`config.mk`:
```
export PLATFORM = sky130hd
export DESIGN_NAME = pmbus_power_telemetry
export DESIGN_NICKNAME = d
export VERILOG_FILES = /design/src/hdl/telemetry_pkg.sv /design/src/hdl/accum_if.sv /design/src/hdl/energy_accum.sv /design/src/hdl/pmbus_power_telemetry.sv
export SDC_FILE = /design/constraint.sdc
export NUM_CORES = 1
export LEC_CHECK = 0
export BUFFER_PORTS_ARGS = -buffer_cell sky130_fd_sc_hd__buf_2
export CORE_UTILIZATION = 56
export CTS_CLUSTER_DIAMETER = 80
export DETAILED_ROUTE_END_ITERATION = 10
export GPL_TIMING_DRIVEN = 0
export HOLD_SLACK_MARGIN = 0.15
export PLACE_DENSITY = 0.83
export SYNTH_ARGS = -nofsm -noshare
export SYNTH_HDL_FRONTEND = slang
export SYNTH_SLANG_ARGS = --single-unit
```
`constraint.sdc`:
```
create_clock -name mclk -period 5.1 [get_ports mclk]
set_input_delay 1.02 -clock mclk [delete_from_list [all_inputs] [get_ports mclk]]
set_output_delay 1.02 -clock mclk [all_outputs]
set_load 0.02 [all_outputs]
```
`src/hdl/telemetry_pkg.sv`:
```
// Shared constants and types of the power telemetry block.
package telemetry_pkg;

    // -----------------------------------------------------------------
    // Clock and timing
    // -----------------------------------------------------------------
    localparam int CLK_HZ          = 25_000_000;
    localparam int CLK_PER_US      = CLK_HZ / 1_000_000;
    // One averaging tick; 256 ticks make the 4 s averaging window.
    localparam int AVG_TICK_US     = 15_625;
    localparam int AVG_TICK_CYC    = AVG_TICK_US * CLK_PER_US;
    localparam int AVG_LOG2        = 8;
    // Longest allowed gap between accumulator updates (must stay below 100 ms).
    localparam int UPDATE_LIMIT_MS = 100;
    localparam int UPDATE_MAX_MS   = 90;
    localparam int UPDATE_MAX_CYC  = UPDATE_MAX_MS * 1000 * CLK_PER_US;
    // Output energy sample period.
    localparam int EOUT_SAMPLE_MS  = 50;
    localparam int EOUT_SAMPLE_CYC = EOUT_SAMPLE_MS * 1000 * CLK_PER_US;
    localparam logic [1:0] AC_CYCLES_LAST = 2'h3;

    // -----------------------------------------------------------------
    // Command codes
    // -----------------------------------------------------------------
    localparam logic [7:0] CMD_READ_EIN  = 8'h86;
    localparam logic [7:0] CMD_READ_EOUT = 8'h87;
    localparam logic [7:0] CMD_READ_IOUT = 8'h8C;
    localparam logic [7:0] CMD_READ_PIN  = 8'h97;

    // -----------------------------------------------------------------
    // Direct-format coefficients of the energy readings
    // -----------------------------------------------------------------
    localparam logic [15:0] COEF_M = 16'h0001;
    localparam logic [15:0] COEF_B = 16'h0000;
    localparam logic [7:0]  COEF_R = 8'h00;

    // -----------------------------------------------------------------
    // Accumulator layout and reset values
    // -----------------------------------------------------------------
    localparam int          ACC_W      = 15;
    localparam logic [14:0] ACC_MAX    = 15'h7FFF;
    localparam logic [14:0] ACC_RST    = 15'h0000;
    localparam logic [7:0]  ROLL_RST   = 8'h00;
    localparam logic [23:0] COUNT_RST  = 24'h000000;
    localparam logic [7:0]  BLOCK_LEN  = 8'h06;
    localparam logic [3:0]  FRAME_BLK  = 4'h7;
    localparam logic [3:0]  FRAME_WORD = 4'h2;
    localparam logic [7:0]  CRC_POLY   = 8'h07;

    typedef enum logic [1:0] {ST_IDLE, ST_LOAD, ST_SEND} rsp_state_t;

endpackage

```
`src/hdl/accum_if.sv`:
```
// Carrier between the command logic and one energy accumulator.
`timescale 1ns/10ps
interface accum_if;
    logic        add;
    logic [14:0] psample;
    logic        clear;
    logic        snap;
    logic [14:0] snap_accum;
    logic [7:0]  snap_roll;
    logic [23:0] snap_count;

    modport ctrl (output add, psample, clear, snap, input snap_accum, snap_roll, snap_count);
    modport acc  (input add, psample, clear, snap, output snap_accum, snap_roll, snap_count);
endinterface

```
`src/hdl/energy_accum.sv`:
```
// Energy accumulator with rollover counter, sample count and atomic readout.
`timescale 1ns/10ps
module energy_accum
    import telemetry_pkg::*;
(
    // Clock and reset
    input  wire logic mclk,
    input  wire logic rst,
    // Control and readout
    accum_if.acc      bus
);
    import telemetry_pkg::*;

    logic [14:0] accum;
    logic [7:0]  roll;
    logic [23:0] count;
    logic [15:0] sum;

    assign sum = {1'b0, accum} + {1'b0, bus.psample};

    // -----------------------------------------------------------------
    // Accumulation
    // -----------------------------------------------------------------
    always_ff @(posedge mclk) begin
        if (rst || bus.clear) begin
            accum <= ACC_RST;
            roll  <= ROLL_RST;
            count <= COUNT_RST;
        end else if (bus.add) begin
            accum <= sum[14:0];
            if (sum > {1'b0, ACC_MAX}) begin
                roll <= roll + 8'h01;
            end
            count <= count + 24'h000001;
        end
    end

    // -----------------------------------------------------------------
    // Readout
    // -----------------------------------------------------------------
    // A snapshot in an add cycle holds the pre-add values, so sum and count agree.
    always_ff @(posedge mclk) begin
        if (rst || bus.clear) begin
            bus.snap_accum <= ACC_RST;
            bus.snap_roll  <= ROLL_RST;
            bus.snap_count <= COUNT_RST;
        end else if (bus.snap) begin
            bus.snap_accum <= accum;
            bus.snap_roll  <= roll;
            bus.snap_count <= count;
        end
    end

endmodule

```
`src/hdl/pmbus_power_telemetry.sv`:
```
// Power telemetry: averaged input power and output current, energy counters, readout.
//
// Contract
// - Answer 97h with linear-format input power.
// - Input power is simple average, fixed.
// - Averaging window between 2 and 10 s.
// - Filter bandwidth 0.1 to 0.5 Hz.
// - Input power reads 0 W without AC.
// - Answer 8Ch with linear-format output current.
// - Output current averaged over 2-10 s window.
// - 86h/87h return power sum and count.
// - Input sample averages four AC cycles.
// - Accumulator update period below 100 ms.
// - Direct format, m=1, R=0, b=0.
// - Coefficients constant and readable.
// - Energy reads are block read with PEC.
// - Accumulator 15 bits, wraps past 7FFFh.
// - Rollover byte wraps FFh to 00h.
// - Three-byte sample count, one per sample.
// - Sum, rollover, count captured together.
`timescale 1ns/10ps
module pmbus_power_telemetry
    import telemetry_pkg::*;
#(
    parameter int AVG_TICK_CYCLES  = telemetry_pkg::AVG_TICK_CYC,
    parameter int UPDATE_MAX_CYCLES = telemetry_pkg::UPDATE_MAX_CYC,
    parameter int EOUT_CYCLES      = telemetry_pkg::EOUT_SAMPLE_CYC
)(
    // Clock and reset
    input  wire logic        mclk,
    input  wire logic        rst,
    // Measurements
    input  wire logic        ac_present,
    input  wire logic        ac_shutdown,
    input  wire logic        ac_cycle,
    input  wire logic [15:0] pin_cycle,
    input  wire logic [15:0] pin_meas,
    input  wire logic [15:0] iout_meas,
    input  wire logic [14:0] pout_meas,
    // Command side
    input  wire logic [6:0]  dev_addr,
    input  wire logic        pec_en,
    input  wire logic        cmd_valid,
    input  wire logic [7:0]  cmd_code,
    output logic             cmd_ready,
    output logic             cmd_reject,
    // Answer byte stream
    output logic             rsp_valid,
    output logic [7:0]       rsp_data,
    output logic             rsp_last,
    input  wire logic        rsp_ready,
    // Coefficients of the energy readings
    output logic [15:0]      coef_m,
    output logic [15:0]      coef_b,
    output logic [7:0]       coef_r
);
    import telemetry_pkg::*;

    // -----------------------------------------------------------------
    // Helpers
    // -----------------------------------------------------------------
    function automatic logic [15:0] to_linear(input logic [15:0] v);
        logic [15:0] m;
        logic [4:0]  e;
        m = v;
        e = 5'h00;
        for (int i = 0; i < 6; i++) begin
            if (m > 16'h03FF) begin
                m = m >> 1;
                e = e + 5'h01;
            end
        end
        return {e, m[10:0]};
    endfunction

    function automatic logic [7:0] crc8(input logic [7:0] c, input logic [7:0] d);
        logic [7:0] r;
        r = c ^ d;
        for (int i = 0; i < 8; i++) begin
            r = r[7] ? ((r << 1) ^ CRC_POLY) : (r << 1);
        end
        return r;
    endfunction

    accum_if ein_bus ();
    accum_if eout_bus ();

    energy_accum u_ein (.mclk(mclk), .rst(rst), .bus(ein_bus));
    energy_accum u_eout (.mclk(mclk), .rst(rst), .bus(eout_bus));

    assign coef_m = COEF_M;
    assign coef_b = COEF_B;
    assign coef_r = COEF_R;

    // -----------------------------------------------------------------
    // Averaging of input power and output current
    // -----------------------------------------------------------------
    // A 4 s boxcar of 256 ticks; a power-of-two count avoids any divider.
    logic [31:0] tick_cnt;
    logic        avg_tick;
    logic [7:0]  avg_idx;
    logic [23:0] pin_sum;
    logic [23:0] iout_sum;
    logic [15:0] pin_avg;
    logic [15:0] iout_avg;

    assign avg_tick = (tick_cnt == 32'(AVG_TICK_CYCLES - 1));

    always_ff @(posedge mclk) begin
        if (rst || avg_tick) begin
            tick_cnt <= 32'h00000000;
        end else begin
            tick_cnt <= tick_cnt + 32'h00000001;
        end
    end

    always_ff @(posedge mclk) begin
        if (rst) begin
            avg_idx  <= 8'h00;
            pin_sum  <= 24'h000000;
            iout_sum <= 24'h000000;
            pin_avg  <= 16'h0000;
            iout_avg <= 16'h0000;
        end else if (!ac_present) begin
            pin_sum <= 24'h000000;
            pin_avg <= 16'h0000;
            if (avg_tick) begin
                avg_idx  <= avg_idx + 8'h01;
                iout_sum <= (avg_idx == 8'hFF) ? 24'h000000 : iout_sum + {8'h00, iout_meas};
                if (avg_idx == 8'hFF) begin
                    iout_avg <= 16'((iout_sum + {8'h00, iout_meas}) >> AVG_LOG2);
                end
            end
        end else if (avg_tick) begin
            avg_idx <= avg_idx + 8'h01;
            if (avg_idx == 8'hFF) begin
                pin_avg  <= 16'((pin_sum + {8'h00, pin_meas}) >> AVG_LOG2);
                iout_avg <= 16'((iout_sum + {8'h00, iout_meas}) >> AVG_LOG2);
                pin_sum  <= 24'h000000;
                iout_sum <= 24'h000000;
            end else begin
                pin_sum  <= pin_sum + {8'h00, pin_meas};
                iout_sum <= iout_sum + {8'h00, iout_meas};
            end
        end
    end

    // -----------------------------------------------------------------
    // Input energy samples
    // -----------------------------------------------------------------
    logic [17:0] cyc_sum;
    logic [1:0]  cyc_idx;
    logic [31:0] upd_cnt;
    logic [17:0] cyc_total;
    logic        cyc_done;
    logic        upd_timeout;
    logic [15:0] cyc_avg;

    assign cyc_total   = cyc_sum + {2'h0, pin_cycle};
    assign cyc_done    = ac_present && ac_cycle && (cyc_idx == AC_CYCLES_LAST);
    assign upd_timeout = (upd_cnt == 32'(UPDATE_MAX_CYCLES - 1));
    assign cyc_avg     = cyc_total[17:2];

    always_ff @(posedge mclk) begin
        if (rst || cyc_done || upd_timeout) begin
            cyc_sum <= 18'h00000;
            cyc_idx <= 2'h0;
        end else if (ac_present && ac_cycle) begin
            cyc_sum <= cyc_total;
            cyc_idx <= cyc_idx + 2'h1;
        end
    end

    always_ff @(posedge mclk) begin
        if (rst || cyc_done || upd_timeout) begin
            upd_cnt <= 32'h00000000;
        end else begin
            upd_cnt <= upd_cnt + 32'h00000001;
        end
    end

    assign ein_bus.add     = cyc_done || upd_timeout;
    assign ein_bus.psample = !cyc_done ? ACC_RST :
                             (cyc_avg > {1'b0, ACC_MAX}) ? ACC_MAX : cyc_avg[14:0];
    assign ein_bus.clear   = ac_shutdown;

    // -----------------------------------------------------------------
    // Output energy samples
    // -----------------------------------------------------------------
    logic [31:0] eout_cnt;
    logic        eout_tick;

    assign eout_tick = (eout_cnt == 32'(EOUT_CYCLES - 1));

    always_ff @(posedge mclk) begin
        if (rst || eout_tick) begin
            eout_cnt <= 32'h00000000;
        end else begin
            eout_cnt <= eout_cnt + 32'h00000001;
        end
    end

    assign eout_bus.add     = eout_tick;
    assign eout_bus.psample = pout_meas;
    assign eout_bus.clear   = ac_shutdown;

    // -----------------------------------------------------------------
    // Command answer
    // -----------------------------------------------------------------
    rsp_state_t  state;
    logic [7:0]  code;
    logic [7:0]  frame [0:6];
    logic [3:0]  len;
    logic [3:0]  idx;
    logic [7:0]  crc;
    logic        send_pec;
    logic        known;
    logic        is_energy;
    logic        take;
    logic        beat;
    logic [15:0] word_lin;

    assign known     = (cmd_code == CMD_READ_EIN) || (cmd_code == CMD_READ_EOUT) ||
                       (cmd_code == CMD_READ_IOUT) || (cmd_code == CMD_READ_PIN);
    assign is_energy = (code == CMD_READ_EIN) || (code == CMD_READ_EOUT);
    assign cmd_ready = (state == ST_IDLE);
    assign take      = cmd_valid && cmd_ready;
    assign beat      = rsp_valid && rsp_ready;
    assign rsp_valid = (state == ST_SEND);
    assign rsp_last  = rsp_valid && (send_pec ? (idx == len) : (idx == len - 4'h1));
    assign ein_bus.snap  = take && (cmd_code == CMD_READ_EIN);
    assign eout_bus.snap = take && (cmd_code == CMD_READ_EOUT);
    assign word_lin  = to_linear((code == CMD_READ_PIN) ? pin_avg : iout_avg);

    always_ff @(posedge mclk) begin
        if (rst) begin
            cmd_reject <= 1'b0;
        end else begin
            cmd_reject <= cmd_valid && cmd_ready && !known;
        end
    end

    always_ff @(posedge mclk) begin
        if (rst) begin
            state    <= ST_IDLE;
            code     <= 8'h00;
            len      <= 4'h0;
            idx      <= 4'h0;
            crc      <= 8'h00;
            send_pec <= 1'b0;
            rsp_data <= 8'h00;
            for (int i = 0; i < 7; i++) begin
                frame[i] <= 8'h00;
            end
        end else begin
            unique case (state)
                ST_IDLE: begin
                    if (take && known) begin
                        state <= ST_LOAD;
                        code  <= cmd_code;
                        crc   <= crc8(crc8(crc8(8'h00, {dev_addr, 1'b0}), cmd_code),
                                      {dev_addr, 1'b1});
                    end
                end
                ST_LOAD: begin
                    state <= ST_SEND;
                    idx   <= 4'h0;
                    if (is_energy) begin
                        // Block of six bytes, PEC always.
                        len      <= FRAME_BLK;
                        send_pec <= 1'b1;
                        rsp_data <= BLOCK_LEN;
                        frame[0] <= BLOCK_LEN;
                        if (code == CMD_READ_EIN) begin
                            frame[1] <= ein_bus.snap_accum[7:0];
                            frame[2] <= {1'b0, ein_bus.snap_accum[14:8]};
                            frame[3] <= ein_bus.snap_roll;
                            frame[4] <= ein_bus.snap_count[7:0];
                            frame[5] <= ein_bus.snap_count[15:8];
                            frame[6] <= ein_bus.snap_count[23:16];
                        end else begin
                            frame[1] <= eout_bus.snap_accum[7:0];
                            frame[2] <= {1'b0, eout_bus.snap_accum[14:8]};
                            frame[3] <= eout_bus.snap_roll;
                            frame[4] <= eout_bus.snap_count[7:0];
                            frame[5] <= eout_bus.snap_count[15:8];
                            frame[6] <= eout_bus.snap_count[23:16];
                        end
                    end else begin
                        len      <= FRAME_WORD;
                        send_pec <= pec_en;
                        frame[0] <= word_lin[7:0];
                        frame[1] <= word_lin[15:8];
                        rsp_data <= word_lin[7:0];
                    end
                end
                ST_SEND: begin
                    if (beat) begin
                        if (rsp_last) begin
                            state <= ST_IDLE;
                        end else begin
                            idx <= idx + 4'h1;
                            crc <= crc8(crc, rsp_data);
                            rsp_data <= (idx + 4'h1 == len) ? crc8(crc, rsp_data) :
                                        frame[3'(idx + 4'h1)];
                        end
                    end
                end
            endcase
        end
    end

endmodule

```
# Word-level counts from Yosys, hierarchy flattened
# Memories as Yosys holds them, arrays and structs flattened.
# Index checks and enable logic that the tools add are counted.
[totals] register_bits=428 latchBits=0 ramBits=56 rom_bits=0 in_bits=86 out_inout_bits=52 word_cells=267 memories=1
[op_classes] n_addsub=21 n_mul=0 div=0 n_lt_le_gt_ge=9 n_eq_ne=21 shift=0 n_mux=103 bitwise=51 reduce_logical=31
[mem_list] name="frame" depth=7 width=8 rd=1 rd_ports_with_merged_regs=0 write_ports=7 line="pmbus_power_telemetry.sv:212" rtl="logic [7:0] frame [0:6];"
[ops] cell="$mux W8" n=22
[ops] cell="$mux W3" n=33
[ops] cell="$add A32 B1 Y32 const B" n=3
[ops] cell="$gt A16 B10 Y1 const B" n=6
[ops] cell="$mux W16" n=6
[ops] cell="$not A3 Y3" n=32
[ops] cell="$eq A8 B8 Y1 const B" n=8
[ops] cell="$add A24 B1 Y24 const B" n=2
[ops] cell="$add A24 B16 Y24" n=2
[ops] cell="$gt A16 B15 Y1 const B" n=3
[ops] cell="$mux W24" n=2
[ops] cell="$add A15 B15 Y16" n=2
[ops] cell="$eq A32 B19 Y1 const B" n=1
[ops] cell="$eq A32 B21 Y1 const B" n=1
[ops] cell="$eq A32 B22 Y1 const B" n=1
[ops] cell="$pmux W8 S2" n=2
[ops] cell="$mux W15" n=2
[ops] cell="$add A5 B1 Y5 const B" n=5
[ops] cell="$mux W5" n=5
[ops] cell="$add A8 B1 Y8 const B" n=3
[ops] cell="$xor A8 B8 Y8" n=3
[ops] cell="$mux W1" n=23
[ops] cell="$add A18 B16 Y18" n=1
[ops] cell="$or A1 B1 Y1" n=15
[ops] cell="23 further kinds" n=53

# Longest topological paths before layout
[logic_depth] depth_word=52 mapped_depth=22 mapped_depth_nobuf=21

# Cells and area by module
# From an unflattened synthesis, not the netlist that was laid out.
[unflattened] cells_unflattened=2971 area_unflattened_um2=26030.0
[by_module_without_submodules] module="pmbus_power_telemetry" n_inst=1 cells_per_inst=2073 area_per_inst_um2=17556.8 seq_area_each_um2=6416.2
[by_module_without_submodules] module="energy_accum" n_inst=2 cells_per_inst=449 area_per_inst_um2=4236.6 seq_area_each_um2=1881.8

# Worst setup path before layout
# No wires, ideal clock.
[synth_path] path_type="input -> register" from="in pin_cycle[1]" to="reg u_ein.accum[12]" setup_ns=0.070 arrival_time_ns=5.291 required_ns=5.030 setup_slack_ns=-0.261 cell_stages=22 path_buffers=1 path_cell_list="ha_1 a21oi_1 o2111ai_1 a41oi_1 o21ai_1 a41oi_1 a21oi_1 o21ai_1 xnor2_1 clkbuf_1 a21oi_1 ha_1 fa_1 a21o_1 a21oi_1 o21bai_1 a21oi_1 o21ai_0 a211oi_1 xnor2_1 nand2_1 a21oi_1"
[synth_between] elab_chain_cells=5
[synth_rtl] item="from (decl)" line="pmbus_power_telemetry.sv:36" rtl="input wire logic [15:0] pin_cycle,"
[synth_rtl] item="$add A18 B16 Y18 (*)" line="pmbus_power_telemetry.sv:159" rtl="assign cyc_total = cyc_sum + {2'h0, pin_cycle};"
[synth_rtl] item="$gt A16 B15 Y1" line="pmbus_power_telemetry.sv:184" rtl="(cyc_avg > {1'b0, ACC_MAX}) ? ACC_MAX : cyc_avg[14:0];"
[synth_rtl] item="$mux W15 (*)" line="pmbus_power_telemetry.sv:184"
[synth_rtl] item="$mux W15 (*)" line="pmbus_power_telemetry.sv:183" rtl="assign ein_bus.psample = !cyc_done ? ACC_RST :"
[synth_rtl] item="$add A15 B15 Y16 (*)" line="energy_accum.sv:19" rtl="assign sum = {1'b0, accum} + {1'b0, bus.psample};"
[synth_rtl] item="to (signal assigned)" line="energy_accum.sv:30" rtl="accum <= sum[14:0];"
[synth_rtl] item="to (decl)" line="energy_accum.sv:14" rtl="logic [14:0] accum;"
# Every way passes the cells marked *; elsewhere a longest branch is shown, timed or not.
# A chain may end at the register's enable or synchronous reset.

# Worst setup path in the final report
[layout_path] from="in pin_cycle[3]" to="reg u_ein.roll[7]"
[layout_between] elab_chain_cells=7
[layout_rtl] item="$add A18 B16 Y18 (*)" line="pmbus_power_telemetry.sv:159"
[layout_rtl] item="$gt A16 B15 Y1" line="pmbus_power_telemetry.sv:184"
[layout_rtl] item="$mux W15 (*)" line="pmbus_power_telemetry.sv:184"
[layout_rtl] item="$mux W15 (*)" line="pmbus_power_telemetry.sv:183"
[layout_rtl] item="$add A15 B15 Y16 (*)" line="energy_accum.sv:19"
[layout_rtl] item="$gt A16 B15 Y1 (*)" line="energy_accum.sv:31" rtl="if (sum > {1'b0, ACC_MAX}) begin"
[layout_rtl] item="$reduce_and A2 Y1 (no source line) (*)"
[layout_rtl] item="to (signal assigned)" line="energy_accum.sv:32" rtl="roll <= roll + 8'h01;"
[layout_rtl] item="to (decl)" line="energy_accum.sv:15" rtl="logic [7:0] roll;"
# Marks and branches as above.

==> impl_metrics.toml <==
[routing]
final_antenna_net_count = 0
drc = 0
drt-total-wl_um = 62820
avgViaCountPerCell = 5.738
vias = 22057
drtIter0Drc = 1566
wl_per_cell_um = 16.34
firstDrtPassIters = 6

[cells_and_area]
multi_input_area_um2 = 14370
num-fill-cells = 3691
drive_gt1_share_pct = 8.859
final_nets = 3402
seq_area_um2 = 10180
final_cells = 3844
area_growth_pct = 12.51

[sta]
setup-violations-final = 0
hold_violations = 0
max_slew_margin_pct = 22.46
skew_ns = 0.02618
worst_slack_ns = 0.2267
drv_slew = 0
timing.final.crit_share_pct = 95.55
fmax_mhz = 205.2
tightest_slew_ns = 1.152
fin_crit_ns = 4.873
finalSetupTns_ns = 0

[critical_path]
crit_required_ns = 5.56
arrival_ns = 5.33
path_max_fanout = 10
path_class = "input pin to flop"
cp-start-kind = "input pin"
crit_path_end_kind = "flop"
rr_startpoint = "cyc_sum[3]$_SDFFE_PP0P_"
ff2ff_path_depth = 21
cp-startpoint = "pin_cycle[3]"

[hold_path]
min-delay-path-class = "flop to flop"
hold_path_depth = 2
hold_start = "u_eout.bus.snap_count[12]$_SDFFE_PP0P_"

[place]
placedCellCount = 3748
place_ws_ns = -0.5855
io_buffers = 96
dp_hpwl_um = 46140
gp_congestion = 0.9545

[global_route]
grt_max_degree = 18
grt_pass1_wl_um = 102900
grt_overflow = 0
grt_pass1_vias = 20869
antenna_found_initial = 1
grt_use_total_pct = 26.74

[synth]
synth_area_um2 = 25390
ys.flop_type = "dfxtp_1"
syn_inst = 3022
synth_edf_count = 55
async_reset_ff_share_pct = 0
yosysUniqueCellTypes = 82
yosys_warnings = 0
yosysSeqAreaShare_pct = 40.09
postSynthAreaPerCell_um2 = 8.402
synth_seq_cells = 481

[clock_network]
htreeDepth = 2
cts_tree = "built"
clk_latency_ns = 0.61
ctsHoldBuffers = 0
cts_sinks = 481
cts.reportedPaths.clkPinSlew_ns = 0.06
cts-root-buf = "clkbuf_16"
cts.path.max_buffers = 3
cts_inserted_buffers = 50

[die]
dieArea_um2 = 46190
fp.dieW_um = 214.9
io_pins = 138
die_height_um = 214.9
initial_core_util_pct = 57.04
core-area_um2 = 44510
placementRows = 77

[flow_run]
maxCapViolCount = 0

[power_and_ir_drop]
leakagePower_nw = 10.34
vdd_drop_max_mv = 0.2633
p_per_area_nw_per_um2 = 304.2

[outcome]
run_status = "complete, no violations"
-- final timing paths --
| kind | slack, ns | endpoint |
|---|---|---|
| hold / removal | 0.45 | u_eout.bus.snap_count[12]$_SDFFE_PP0P_ |
| hold reg to reg | 0.45 | u_eout.bus.snap_count[12]$_SDFFE_PP0P_ |
| setup reg to reg | 0.45 | u_ein.roll[7]$_SDFFE_PP0P_ |
| setup / recovery | 0.23 | u_ein.roll[7]$_SDFFE_PP0P_ |
-- synthesized netlist by cell type (all sizes together) (4+ instances only) --
cell / instances / area, um2
or3: 41 / 256.5
xnor2: 149 / 1305
nand3: 112 / 560.5
xor2: 138 / 1209
dfxtp: 426 / 8528
mux4: 8 / 180.2
nor3: 40 / 205.2
edfxtp: 55 / 1652
nor3b: 4 / 30.03
a22o: 18 / 157.7
inv: 51 / 191.4
and4: 16 / 140.1
o21ai: 95 / 479.2
a311oi: 9 / 85.08
nor4: 26 / 175.2
nand2: 431 / 1620
a21oi: 284 / 1436
nand2b: 22 / 145.1
o22ai: 9 / 56.30
o221ai: 4 / 35.03
o211ai: 19 / 142.6
and3: 46 / 287.8
ha: 99 / 1239
a22oi: 13 / 97.59
mux2: 8 / 90.09
buf: 52 / 364.1
clkbuf: 133 / 499.2
nor2: 360 / 1351
a21o: 26 / 195.2
or2: 13 / 81.33
o31a: 4 / 35.03
o21a: 11 / 82.58
and2: 22 / 137.6
nor4b: 4 / 35.03
a31oi: 20 / 125.1
o21bai: 9 / 67.56
mux2i: 77 / 787.0
a211oi: 44 / 335.3
nor2b: 15 / 93.84
fa: 5 / 100.1
nand4: 39 / 244.0
o31ai: 14 / 105.1
or4: 11 / 82.58
-- cells by family after synthesis --
kind of cell | share of synthesized area [%]
AND/OR/NAND/NOR | 21.73
other | 0.02958
AO/OA/AOI/OAI | 14.66
multiplexers | 4.164
XOR/XNOR | 9.900
adder cells (fa/ha/maj) | 5.273
flip-flops | 40.09
buffers and inverters | 4.154
-- cell usage in the layout (no fill, tap or decap), types with 14 or more instances in the layout --
cell and instances:
a22o_1 18, conb_1 40, nor3_1 38, a21o_1 26, nand3_1 112, xnor2_1 148, inv_1 50, nor2b_1 15
buf_2 102, and4_1 16, buf_4 46, nand2_1 430, clkbuf_1 140, o21ai_0 85, and2_1 22, a211oi_1 41
nor4_1 24, or3_1 41, dfxtp_1 426, ha_1 99, nor2_1 359, nand2b_1 21, xor2_1 138, edfxtp_1 55
nand4_1 39, clkbuf_16 50, a31oi_1 20, o211ai_1 19, a21oi_1 278, and3_1 46, mux2i_1 75, o31ai_1 14
-- flip-flops by register name, summed over array words and instances, names as in the netlist, 15 cells and up --
signal and count:
frame 55, eout_cnt 32, tick_cnt 32, upd_cnt 32
iout_sum 24, pin_sum 24, u_ein.bus.snap_count 24, u_ein.count 24
u_eout.bus.snap_count 24, u_eout.count 24, cyc_sum 18, iout_avg 16
pin_avg 16, u_ein.accum 15, u_ein.bus.snap_accum 15, u_eout.accum 15
u_eout.bus.snap_accum 15
-- critical path, cell delays in order --
cell,delay [ns]
buf_2,0.10
ha_1,0.35
nand2_1,0.10
o2111ai_2,0.22
a41oi_2,0.17
o21ai_2,0.24
a41oi_2,0.20
a21oi_2,0.25
o21ai_4,0.09
xnor2_2,0.22
buf_4,0.20
a21oi_1,0.13
ha_1,0.31
a21o_1,0.15
and4_1,0.25
nor3_2,0.07
o31a_1,0.35
a211oi_2,0.24
nor2_2,0.12
nor4_1,0.34
xnor2_1,0.16
nor2_1,0.05
-- per-layer routing --
metal / GRT usage [%] / part of all wire (%)
met2: 45.26 / 47
met4: 9.000 / 3.0
met1: 34.80 / 44
met3: 3.949 / 6.2
met5: 0 / 0
-- through the flow --
step / instance area, um2 / hold WS [ns] / utilization (%) / power (W)
after floorplan: 25570 / 0.4130 / - / 0.004739
after global placement: 26790 / 0.4265 / 60.19 / 0.004976
after detailed placement: 26790 / 0.4376 / 60.19 / 0.004991
after CTS: 28500 / 0.4507 / 64.02 / 0.008721
after global routing: 28560 / 0.4637 / 64.17 / 0.008982
final: 28560 / 0.4496 / 64.18 / 0.008689
-- what timing repair did --
item	4_1_cts	5_1_grt
pin swaps	1	4
endpoints found under the setup margin	1	13
setup buffers	1	3
gates resized for setup	0	11
-- where the power goes --
group | switching, W | internal (W)
clock | 0.00157 | 0.00219
combinational | 0.000592 | 0.000373
sequential | 0.0000539 | 0.00391
-- area by class of cell --
| class | count | area share, % |
|---|---|---|
| flip-flops and latches | 481 | 35.64 |
| inverters | 51 | 0.6702 |
| repair buffers | 100 | 1.787 |
| well taps | 592 | 2.593 |
| clock buffers | 70 | 5.064 |
| multi-input cells | 2343 | 50.32 |
| clock inverters | 21 | 0.8848 |
| diodes | 1 | 0.008760 |
| plain buffers | 185 | 3.035 |
Note: power is estimated with default switching activity, not from simulation.
